--- config.mk ---
export PLATFORM = sky130hd
export DESIGN_NAME = dxd_decoder
export DESIGN_NICKNAME = d
export VERILOG_FILES = /design/src/common/dxd_pkg.sv /design/src/design/dxd_rom.sv /design/src/design/dxd_decoder.sv
export SDC_FILE = /design/constraint.sdc
export NUM_CORES = 1
export LEC_CHECK = 0
export ABC_AREA = 1
export BUFFER_PORTS_ARGS = -buffer_cell sky130_fd_sc_hd__buf_2
export CORE_MARGIN = 3
export CORE_UTILIZATION = 55
export CTS_CLUSTER_SIZE = 16
export DETAILED_ROUTE_END_ITERATION = 8
export MAX_ROUTING_LAYER = met4
export PLACE_DENSITY_LB_ADDON = 0.05
export SLEW_MARGIN = 20
export SYNTH_ARGS = -nofsm -noshare
export SYNTH_HDL_FRONTEND = slang
export SYNTH_SLANG_ARGS = --single-unit
--- constraint.sdc ---
create_clock -name sys_clk -period 2 [get_ports sys_clk]
set_input_delay 0.4 -clock sys_clk [delete_from_list [all_inputs] [get_ports sys_clk]]
set_output_delay 0.4 -clock sys_clk [all_outputs]
set_load 0.01 [all_outputs]
--- src/common/dxd_pkg.sv ---
// shared constants and types for the signal-processing extension opcode decoder
package dxd_pkg;

   // ***************************************************
   // opcode field positions
   // ***************************************************
   localparam int MAJ_ROW_MSB = 31;
   localparam int MAJ_ROW_LSB = 29;
   localparam int MAJ_COL_MSB = 28;
   localparam int MAJ_COL_LSB = 26;
   localparam int MIN_ROW_MSB = 2;
   localparam int MIN_ROW_LSB = 0;
   localparam int MIN_COL_MSB = 5;
   localparam int MIN_COL_LSB = 3;
   localparam int MIN_SUB_MSB = 9;
   localparam int MIN_SUB_LSB = 6;
   localparam int AXF_MSB = 15;
   localparam int AXF_LSB = 6;
   localparam int COP_MSB = 15;
   localparam int COP_LSB = 14;

   // ***************************************************
   // major table entries
   // ***************************************************
   localparam logic [5:0] MAJ_POOL_A = 6'h00;       // shared_major_pool_a, row 0 col 0
   localparam logic [5:0] MAJ_HIGHER_ISA = 6'h32;   // row 6 col 2
   localparam logic [2:0] MAJ_RSVD_ROW_MAX = 3'h1;  // rows 0 and 1 ...
   localparam logic [2:0] MAJ_RSVD_COL_MIN = 3'h4;  // ... columns 4 to 7 reserved

   // ***************************************************
   // secondary table classes and decoder results
   // ***************************************************
   typedef enum logic [3:0] {
      MC_BASE = 4'h0, MC_RSVD = 4'h1, MC_DSP = 4'h2, MC_DSP_R2 = 4'h3,
      MC_FIELD = 4'h4, MC_DEBUG = 4'h5, MC_ASE = 4'h6, MC_VENDOR = 4'h7,
      MC_COP = 4'h8
   } dxd_mcls_t;

   typedef enum logic [2:0] {
      DC_NONE = 3'h0, DC_BASE = 3'h1, DC_DSP = 3'h2, DC_DEBUG = 3'h3,
      DC_ASE = 3'h4, DC_VENDOR = 3'h5
   } dxd_dcls_t;

   typedef enum logic [1:0] {
      EC_NONE = 2'h0, EC_RSVD_INSTR = 2'h1, EC_COP_UNUSABLE = 2'h2
   } dxd_cause_t;

   localparam logic [0:0] TBL_PRIMARY = 1'b0;
   localparam logic [0:0] TBL_AXF = 1'b1;
   localparam logic [5:0] AXF_R2_FIRST = 6'h30;
   localparam logic [5:0] AXF_RSVD_FIRST = 6'h38;

   // ***************************************************
   // carriers
   // ***************************************************
   typedef struct packed {
      logic dsp_en;         // extension implemented
      logic rel2;           // release 2 implementation
      logic debug_en;       // debug-support codes implemented
      logic ase_en;         // application-specific extension implemented
      logic vendor_en;      // vendor instruction assigned in vendor_special_space_two
      logic [3:0] cop_usable;
   } dxd_cfg_t;

   typedef struct packed {
      logic valid;
      logic [31:0] instr;
   } dxd_fetch_t;

   typedef struct packed {
      logic valid;
      logic [31:0] instr;
      dxd_dcls_t cls;
      logic exc_req;
      dxd_cause_t cause;
      logic [1:0] cop_num;
   } dxd_dec_t;

   localparam dxd_dec_t DEC_RST = '0;
   localparam dxd_mcls_t ROM_RST = MC_BASE;

endpackage

--- src/design/dxd_rom.sv ---
// minor-opcode lookup table with registered read data
`timescale 1ns/1ps
module dxd_rom
   import dxd_pkg::*;
#(
   parameter logic [0:0] TABLE = TBL_PRIMARY
)
(
   input wire logic sys_clk,
   input wire logic resetn,
   input wire logic [9:0] addr,
   output dxd_mcls_t rd_data_q
);

   // ***************************************************
   // table contents
   // ***************************************************
   // kept as a function so the table is a constant the tool folds into a rom
   function automatic dxd_mcls_t lookup(input logic [9:0] a);
      logic [2:0] r;
      logic [2:0] c;
      logic [3:0] s;
      dxd_mcls_t v;
      r = a[2:0];
      c = a[5:3];
      s = a[9:6];
      v = MC_RSVD;
      if (TABLE == TBL_AXF)
      begin
         if (a[5:0] < AXF_R2_FIRST) v = MC_DSP;
         else if (a[5:0] < AXF_RSVD_FIRST) v = MC_DSP_R2;
      end
      else
      begin
         case (r)
            3'h0, 3'h1, 3'h2, 3'h3: v = MC_BASE;
            3'h4: v = (c == 3'h7) ? MC_FIELD : MC_RSVD;
            3'h5:
            begin
               case (c)
                  3'h0: v = MC_DSP;
                  3'h1: v = (s == 4'h1 || s == 4'h2) ? MC_DSP_R2 : MC_DSP;
                  3'h2: v = (s > 4'hb) ? MC_RSVD : (s >= 4'h8) ? MC_DSP_R2 : MC_DSP;
                  3'h3: v = (s == 4'h0) ? MC_DSP : MC_RSVD;
                  3'h4: v = (s inside {4'h0, 4'h1, 4'h5, 4'h6, 4'h8}) ? MC_DSP : MC_RSVD;
                  3'h5: v = (s <= 4'h8) ? MC_DSP : MC_RSVD;
                  3'h6: v = (s == 4'hb) ? MC_DSP : MC_RSVD;
                  default: v = (s == 4'h0) ? MC_DSP : MC_RSVD;
               endcase
            end
            3'h6: v = (c == 3'h0) ? MC_ASE : MC_RSVD;
            default:
            begin
               case (c)
                  3'h0: v = MC_DEBUG;
                  3'h1: v = MC_VENDOR;
                  3'h2: v = MC_COP;
                  default: v = MC_RSVD;
               endcase
            end
         endcase
      end
      return v;
   endfunction

   // registered read, one cycle after the address
   always_ff @(posedge sys_clk or negedge resetn)
   begin
      if (!resetn) rd_data_q <= ROM_RST;
      else rd_data_q <= lookup(addr);
   end

endmodule // dxd_rom

--- src/design/dxd_decoder.sv ---
// major and minor opcode decoder for the signal-processing extension
`timescale 1ns/1ps
// Function
// - reserved codes raise reserved-instruction exception
// - field-class codes decoded through a further table
// - higher-level architecture encodings are rejected
// - unassigned licensee codes: reserved or coprocessor-unusable
// - optional debug codes decode, else reserved exception
// - extension codes decode only when extension present
// - release 2 codes trap on release 1
// - major row bits 31..29, column 28..26
// - extension lives in pool row 0 column 0
module dxd_decoder
   import dxd_pkg::*;
(
   input wire logic sys_clk,
   input wire logic resetn,
   input dxd_fetch_t fetch,
   input dxd_cfg_t cfg,
   output dxd_dec_t dec_q
);

   // ***************************************************
   // state
   // ***************************************************
   typedef struct packed {
      logic valid;
      logic [31:0] instr;
      dxd_cfg_t cfg;
      logic pool;
      logic higher;
      logic rsvd;
      dxd_dec_t dec;
   } dxd_state_t;

   dxd_state_t st_q;
   dxd_state_t st_d;
   dxd_mcls_t prim_cls;
   dxd_mcls_t axf_cls;
   logic [2:0] maj_row;
   logic [2:0] maj_col;
   logic [5:0] maj_op;

   // row and column of the major table
   assign maj_row = fetch.instr[MAJ_ROW_MSB:MAJ_ROW_LSB];
   assign maj_col = fetch.instr[MAJ_COL_MSB:MAJ_COL_LSB];
   assign maj_op = {maj_row, maj_col};

   // both minor tables are read in parallel so a field class costs no extra cycle
   dxd_rom #(.TABLE(TBL_PRIMARY)) u_prim (
      .sys_clk(sys_clk),
      .resetn(resetn),
      .addr(fetch.instr[MIN_SUB_MSB:0]),
      .rd_data_q(prim_cls)
   );

   dxd_rom #(.TABLE(TBL_AXF)) u_axf (
      .sys_clk(sys_clk),
      .resetn(resetn),
      .addr(fetch.instr[AXF_MSB:AXF_LSB]),
      .rd_data_q(axf_cls)
   );

   // ***************************************************
   // class resolution
   // ***************************************************
   function automatic dxd_dec_t resolve(input dxd_mcls_t c, input dxd_state_t s);
      dxd_dec_t r;
      logic [1:0] cop;
      r = DEC_RST;
      cop = s.instr[COP_MSB:COP_LSB];
      r.valid = 1'b1;
      r.instr = s.instr;
      r.cls = DC_NONE;
      r.cause = EC_RSVD_INSTR;
      case (c)
         MC_BASE: r.cause = EC_NONE;
         MC_DSP: if (s.cfg.dsp_en) r.cause = EC_NONE;
         MC_DSP_R2: if (s.cfg.dsp_en && s.cfg.rel2) r.cause = EC_NONE;
         MC_DEBUG: if (s.cfg.debug_en) r.cause = EC_NONE;
         MC_ASE: if (s.cfg.ase_en) r.cause = EC_NONE;
         MC_VENDOR: if (s.cfg.vendor_en) r.cause = EC_NONE;
         MC_COP:
         begin
            // nothing assigned here: usable coprocessor traps reserved, else unusable
            r.cop_num = cop;
            if (!s.cfg.cop_usable[cop]) r.cause = EC_COP_UNUSABLE;
         end
         default: r.cause = EC_RSVD_INSTR;
      endcase
      if (r.cause == EC_NONE)
      begin
         case (c)
            MC_BASE: r.cls = DC_BASE;
            MC_DSP, MC_DSP_R2: r.cls = DC_DSP;
            MC_DEBUG: r.cls = DC_DEBUG;
            MC_ASE: r.cls = DC_ASE;
            MC_VENDOR: r.cls = DC_VENDOR;
            default: r.cls = DC_NONE;
         endcase
      end
      r.exc_req = (r.cause != EC_NONE);
      return r;
   endfunction

   // ***************************************************
   // next state
   // ***************************************************
   // stage one classifies the major opcode while the tables are read;
   // stage two merges both so class and exception leave together
   always_comb
   begin
      st_d = st_q;
      st_d.valid = fetch.valid;
      st_d.instr = fetch.instr;
      st_d.cfg = cfg;
      st_d.pool = (maj_op == MAJ_POOL_A);
      st_d.higher = (maj_op == MAJ_HIGHER_ISA);
      st_d.rsvd = (maj_row <= MAJ_RSVD_ROW_MAX) && (maj_col >= MAJ_RSVD_COL_MIN);
      st_d.dec = DEC_RST;
      if (st_q.valid)
      begin
         if (st_q.higher || st_q.rsvd)
         begin
            st_d.dec = resolve(MC_RSVD, st_q);
         end
         else if (!st_q.pool)
         begin
            st_d.dec = resolve(MC_BASE, st_q);
         end
         else if (prim_cls == MC_FIELD)
         begin
            st_d.dec = resolve(axf_cls, st_q);
         end
         else
         begin
            st_d.dec = resolve(prim_cls, st_q);
         end
      end
   end

   always_ff @(posedge sys_clk or negedge resetn)
   begin
      if (!resetn) st_q <= '0;
      else st_q <= st_d;
   end

   assign dec_q = st_q.dec;

   // ***************************************************
   // checks
   // ***************************************************
   logic [2:0] min_row;
   logic [2:0] min_col;
   logic [3:0] min_sub;
   assign min_row = fetch.instr[MIN_ROW_MSB:MIN_ROW_LSB];
   assign min_col = fetch.instr[MIN_COL_MSB:MIN_COL_LSB];
   assign min_sub = fetch.instr[MIN_SUB_MSB:MIN_SUB_LSB];
endmodule // dxd_decoder

### Word-level counts from Yosys, hierarchy flattened

Cells that the tools add are included.

* flip-flop bits (word level): 94
* bits in latches: 0
* RAM bits: 0
* ROM bits: 0
* input bits: 44
* output and inout port bits: 41
* word-level logic and storage cells: 128
* memories: 0

* $add $sub $neg: 0
* multipliers: 0
* div/mod/pow operators: 0
* magnitude comparators: 8
* equality and inequality tests: 32
* shifts and indexed selects: 0
* muxes and demuxes: 48
* bitwise operators: 0
* reduce and logical (&&, ||, !) cells: 21

Operators with widths (count)
* $mux W2: 22
* $mux W41: 1
* $eq A4 B3 Y1 const B: 9
* $pmux W3 S5: 2
* $pmux W2 S7: 2
* $mux W8: 3
* $pmux W4 S6: 1
* $eq A3 B3 Y1 const B: 7
* $eq A4 B2 Y1 const B: 5
* $eq A4 B4 Y1 const B: 4
* $pmux W4 S4: 1
* $logic_not A4 Y1: 3
* $lt A6 B6 Y1 const B: 2
* $mux W3: 4
* $pmux W4 S3: 1
* $eq A3 B2 Y1 const B: 3
* $mux W1: 9
* $reduce_bool A2 Y1: 4
* $eq A3 B1 Y1 const B: 2
* $eq A6 B6 Y1 const B: 1
* $logic_not A2 Y1: 3
* $logic_not A3 Y1: 2
* $logic_not A6 Y1: 1
* $reduce_bool A5 Y1: 1
* 13 further kinds: 16

### Longest topological paths before layout

Gate-level depths: netlist of run 1.

* depth after elaboration: 14
* gate-level depth with buffers: 9
* depth with buffers taken out: 9

### Cells and area by module

From an unflattened synthesis of run 1, not the netlist that was laid out.

* cells, all modules: 411
* area total of the unflattened synthesis: 3811.2 um2

Modules (own cells, without submodules)
* dxd_decoder: times used 1, cells each 323, area each 3305.7 um2, sequential area each 2152.1 um2
* dxd_rom at u_prim: times used 1, cells each 80, area each 424.2 um2, sequential area each 100.1 um2
* dxd_rom at u_axf: times used 1, cells each 8, area each 81.3 um2, sequential area each 50.0 um2

### Least setup slack after synthesis of run 1

OpenSTA, ideal clock, no wires.

* kind: register -> register
* start: register u_prim.rd_data_q[0]
* end: register st_q, in the netlist dec_q[4]
* data arrival time: 1.075 ns
* data required time: 1.873 ns
* path slack: 0.798 ns
* stages on the path, launching flop included: 9
* buffers on the path: 0
* period minus slack after synthesis: 1.202 ns
* cells stage by stage: dfrtp_1 -> nor2_2 -> nand2_2 -> nand3_2 -> nand2_2 -> nor2_4 -> nand3_2 -> nand2_1 -> a21oi_1

RTL lines
* from (decl): RTL line dxd_rom.sv:12 `output dxd_mcls_t rd_data_q`
* from (signal assigned): RTL line dxd_rom.sv:70 `else rd_data_q <= lookup(addr);`
* to (signal assigned): RTL line dxd_decoder.sv:145 `else st_q <= st_d;`
* to (decl): RTL line dxd_decoder.sv:36 `dxd_state_t st_q;`

==> metrics.txt, run 1 <==
diodes inserted 0; CP startpoint kind flip-flop; Peak VDD IR 0.621 mV; All-Layer GR Usage 0.183; sequential element share of the synthesized area 0.638; CTS Sinks 92; fraction of registers with async set/reset 1.00; Die ar. 0.00757 mm^2; Pleak 2.33 nW; DP HPWL 4470 um; routed length per instance 12.3 um; # H-tree levels 3; RSZ-0062 raised after global routing no; via count 2305; Data arrival, critical path 1.59 ns; top cell type's share of synthesized area 0.638; Initial Utilization 0.589; worst hold path type in -> reg; Site Rows 28; core box area 0.00613 mm^2; 1st-iter DRT viols 81; number of global-route vias before repair 2268; Skew-Pair Late Insertion Delay 0.34 ns; CTS root buffer clkbuf_8; Area Overhead vs Synth 12.4%; Worst Path Required 2.22 ns; drt pass-1 iters 4; Yosys warnings 0; Detailed Route WL 6030 um; Worst slew margin 0.718; first-pass GRT wire length 10200 um; Synth Register Bits 92; Synth area leader dfrtp_1; nature of the critical path endpoint flip-flop; antenna viol nets, final 0; crit path max fanout 5; post-synthesis cell area 0.00361 mm^2; DR DRC count 0; Top FF cell, synth dfrtp_1; synthesized instance count 358; synth top area cells dfrtp_1 (64%), buf_4 (8.5%), nand2_1 (7.7%); worst-margin pin slew 0.422 ns; count of final hold-check violations 0; Syn Area/Cell 10.1 um^2; total negative slack 0 ns; pin count of the biggest net entering global routing 42; PD cells 886 mW/mm^2; Cell Area, Placed 0.00383 mm^2; design area 0.00406 mm^2; grt ovf 0; Post-synth EDFFs 0; top post-synthesis cells by count dfrtp_1 (92), nand2_1 (74), inv_1 (56); via-per-instance ratio 4.70; Finish-stage setup viols 0; IO Count 85; Synth cell types 23; period utilization 0.682; GPL Wtd Cong 0.956; Crit. Startpoint u_prim.rd_data_q[0]; Setup Skew 0.00686 ns; Worst-path clk slew 0.08 ns; status completed; Longest Clk Path Bufs 2; Worst Hold Launch fetch[13]; die width 87 um; IO Port Bufs 84; r2r startpoint u_prim.rd_data_q[0]; Post-Syn Nets 402; count leader, synth dfrtp_1; Num CTS Buffers 9; CTS tree yes; Nets 454; initial antenna violation count 0; Die H 87 um; Max Clk Rate 733 MHz; total setup buffers inserted after CTS 0; max-cap violations 0; WS Path Type reg -> reg; Tmin final 1.36 ns; Pins Over Slew Limit 0; layout cells sized above 1 0.292
per-layer routing:
layer / global-route usage / vias up / routed length (um)
met5: - / - / 0
met4: 0.0722 / 0 / 100
met3: 0.0624 / 11 / 420
met2: 0.295 / 79 / 3100
met1: 0.212 / 1073 / 2420
li1: - / 1142 / -
state kept, by name, summed over array words and instances, names as in the netlist:
register,count
st_q,45
dec_q,41
u_prim.rd_data_q,4
u_axf.rd_data_q,2
per-stage QoR:
stage	std cells	hold WS [ns]	power [mW]	util	setup slack, ns
6_report	490	0.157	3.59	0.662	0.635
5_1_grt	490	0.116	3.77	0.662	0.514
4_1_cts	490	0.129	3.65	0.662	0.621
3_5_place_dp	473	0.373	2.35	0.624	0.621
3_3_place_gp	473	0.365	2.33	0.624	0.653
2_1_floorplan	358	0.104	2.23	-	0.798
cells by family after synthesis:
logic type / after synthesis / synth area share
AO/OA/AOI/OAI: 14 / 0.0212
buffers and inverters: 106 / 0.154
XOR/XNOR: 1 / 0.00243
AND/OR/NAND/NOR: 145 / 0.185
flip-flops: 92 / 0.638
worst paths after layout:
kind / endpoint / slack [ns] / cells after the start
max reg2reg: dec_q[4] / 0.64 / 8
max in group asynchronous: u_axf.rd_data_q[0] / 0.88 / 3
min reg2reg: dec_q[38] / 0.43 / 2
max: dec_q[4] / 0.64 / 8
min: st_q[66] / 0.16 / 1
min in group asynchronous: dec_q[26] / 0.53 / 2
cell type report:
type	count	area [um^2]
repair buffers	88	468
clock inverters	4	55.1
well taps	75	93.8
clock buffers	12	165
fillers	493	2070
multi-input cells	160	752
flip-flops and latches	92	2300
inverters	59	221
worst max-delay path: stages, from the launching register on:
cell	delay, ns
dfrtp_1	0.46
nor2_2	0.17
nand2_2	0.10
nand3_2	0.09
nand2_2	0.06
nor2_4	0.14
nand3_2	0.10
nand2_1	0.08
a21oi_1	0.06
repair_timing:
item,CTS,global route
endpoints found under the hold margin,33,0
hold buffers,1,0
gates resized for setup,0,0
where the power goes:
| part | internal, mW | switching (mW) |
|---|---|---|
| registers | 1.94 | 0.0326 |
| logic | 0.122 | 0.206 |
| clock network | 0.687 | 0.602 |
cells in the final DEF (no fill, tap or decap), types with 2 or more instances in the layout:
cell	Yosys	layout
nor4_1	2	2
nand3_1	17	17
inv_1	56	56
nor2_4	3	3
nor2_1	25	25
buf_4	41	3
or2_2	2	2
dfrtp_1	92	92
nand2_1	74	74
o21ai_0	4	4
inv_2	3	3
clkbuf_8	0	12
a21oi_1	8	8
nand4_1	6	6
nor3_1	6	6
nand3_2	4	4
nand2_2	4	4
buf_2	2	83
No activity file was read; power rests on OpenSTA's default activity.
==> run 2, diff against run 1 <==
ABC_AREA = 0   (was 1)
CORE_UTILIZATION = 47   (was 55)
clock period = 1.2 ns   (was 2 ns; I/O delays follow)
==> run 2 against run 1 <==
  * The flow now finishes with violations (negative setup slack)
  * Synthesized cell count shrank 23%
  * Synthesized area shrank 3.4%
  * Via count fell by 3.1%
  * Critical path depth is 4 lower
  * Clock-buffer cell count down 2
  * Sequential cell count is the same
  * Total power rose by 72%
  * Sequential power is 66% higher
  * Global-route usage is 2.4 points lower
  * Setup slack lost 1.0 ns
  * Clock skew grew 0.00059 ns
  * Critical path type unchanged
  * Critical endpoint is now dec_q[2]
==> metrics.txt, run 2 <==
Site Rows 30 (+7.1%); design area 0.00456 mm^2 (+12%); Setup Skew 0.00746 ns (+0.000593 ns); Largest register FFs 45 (unchanged); failing checks negative setup slack; Die ar. 0.00849 mm^2 (+12%); initial antenna violation count 0 (unchanged); via-per-instance ratio 4.64 (-1.3%); Initial Utilization 0.499 (-0.0893); Post-synth EDFFs 0 (unchanged); Tmin final 1.61 ns (+0.246 ns); Die H 92.1 um (+5.9%); CP startpoint kind flip-flop; via count 2234 (-3.1%); CTS root buffer clkbuf_8; Worst-path clk slew 0.08 ns (about the same); drt pass-1 iters 4 (unchanged); Syn Area/Cell 12.7 um^2 (+26%); Skew-Pair Late Insertion Delay 0.34 ns (about the same); # H-tree levels 3 (unchanged); Top FF cell, synth dfrtp_1; synth top area cells dfrtp_1 (66%), buf_4 (8.8%), and2_1 (6.3%); commonest non-fill, non-tap cell in the layout dfrtp_1; Synth area leader dfrtp_1; routed length per instance 12.4 um (+1.0%); antenna viol nets, final 0 (unchanged); Nets 424 (-6.6%); CTS tree yes; Finish-stage setup viols 4 (+4); Setup WS post-layout -0.411 ns (-1.05 ns); 1st-iter DRT viols 66 (-19%); crit-path leading delay family compound AO/OA/AOI/OAI gates; first-pass GRT wire length 10400 um (+1.9%); Num CTS Buffers 9 (unchanged); post-synthesis cell area 0.00349 mm^2 (-3.4%); GPL Wtd Cong 0.852 (-11%); worst-margin pin slew 0.353 ns (-0.0695 ns); CTS Sinks 92 (unchanged); WS Path Type reg -> reg; Pleak 2.20 nW (-5.4%); most frequent cells in the layout dfrtp_1 (92), buf_2 (83), and2_1 (34); Data arrival, critical path 1.81 ns (+0.22 ns); Yosys warnings 0 (unchanged); worst hold path type in -> reg; status finished, violations left; Cell Area, Placed 0.00396 mm^2 (+3.4%); layout cells sized above 1 0.384 (+0.0928); RSZ-0062 raised after global routing yes; Crit path buffers/inverters 0 (unchanged); Longest Clk Path Bufs 2 (unchanged); Pins Over Slew Limit 0 (unchanged); DP HPWL 4170 um (-6.7%); sequential element share of the synthesized area 0.660 (+0.0224); All-Layer GR Usage 0.159 (-0.0242); PD cells 1350 mW/mm^2 (+53%); Area Overhead vs Synth 30.9%; CP max stage cell or4b_4; die width 92.1 um (+5.9%); Synth Register Bits 92 (unchanged); Worst slew margin 0.762 (+0.0433); Worst path max stage delay 0.54 ns (+0.08 ns); fraction of registers with async set/reset 1.00 (unchanged); number of global-route vias before repair 2275 (+0.31%); crit path max fanout 2 (-3); Reg with most FFs st_q; pin count of the biggest net entering global routing 26 (-38%); IO Port Bufs 84 (unchanged); max-cap violations 0 (unchanged); Hold Slack 0.0327 ns (-0.124 ns); Post-Syn Nets 318 (-21%); count leader, synth dfrtp_1; Peak VDD IR 0.826 mV (+33%); period utilization 1.34 (+0.660); core box area 0.00698 mm^2 (+14%); Detailed Route WL 5980 um (-0.81%); crit-path cells or4b_4, o31a_1, o31ai_4, a41oi_1; Max Clk Rate 621 MHz (-15%); diodes inserted 0 (unchanged); top cell type's share of synthesized area 0.660 (+0.0224); grt ovf 0 (unchanged); synthesized instance count 274 (-23%); count of final hold-check violations 0 (unchanged); Synth cell types 41 (+78%); top post-synthesis cells by count dfrtp_1 (92), buf_4 (41), and2_1 (35); IO Count 85 (unchanged); DR DRC count 0 (unchanged); final design utilization 0.653 (-0.00843); nature of the critical path endpoint flip-flop; Worst Path Required 1.40 ns (-0.82 ns)
run 2: where the power goes:
group          leakage [nW]  switching [mW]  internal (mW)
clock network         0.116            1.01           1.23
logic                 0.945           0.312          0.341
registers              1.14          0.0393           3.24
run 2: metal layers:
metal	vias up	GRT usage	part of all wire
li1	1089	-	-
met1	1083	0.188	0.42
met2	56	0.262	0.52
met3	6	0.0517	0.052
met4	0	0.0483	0.011
met5	-	-	0
run 2: final timing paths:
path	cells after the start	endpoint	startpoint	slack (ns)
setup / recovery	4	dec_q[2]	u_prim.rd_data_q[3]	-0.41
hold / removal	1	st_q[81]	fetch[28]	0.03
setup reg to reg	4	dec_q[2]	u_prim.rd_data_q[3]	-0.41
hold reg to reg	1	dec_q[35]	st_q[80]	0.45
max in group asynchronous	3	st_q[67]	resetn	0.42
min in group asynchronous	2	st_q[41]	resetn	0.35
run 2: cell type report:
class	instances	area (um^2)
clock buffers	10	138
inverters	1	3.75
repair buffers	146	1010
well taps	96	120
clock inverters	6	87.6
fillers	551	2420
multi-input cells	130	901
flip-flops and latches	92	2300
run 2: logic make-up (layout without fill, tap and decap cells):
logic type	count (synthesis)	in the layout	share of synthesized area
flops	92	92	0.660
compound gates	30	30	0.0657
simple gates	97	97	0.161
buf+inv	52	163	0.101
mux	3	3	0.0126
run 2: through the flow:
step | power, mW | TNS (ns) | setup slack (ns) | std cells
floorplan | 3.66 | -1.39 | -0.407 | 274
global placement | 3.90 | -1.79 | -0.371 | 434
detailed placement | 3.90 | -1.89 | -0.398 | 434
CTS | 6.25 | -1.54 | -0.413 | 480
global route | 6.46 | -1.85 | -0.450 | 481
finish | 6.17 | -1.50 | -0.411 | 481
run 2: timing repair:
item,CTS,global route
gates resized for setup,9,7
setup buffers,2,1
endpoints found under the setup margin,7,7
hold buffers,29,0
pin swaps,3,5
endpoints found under the hold margin,50,0
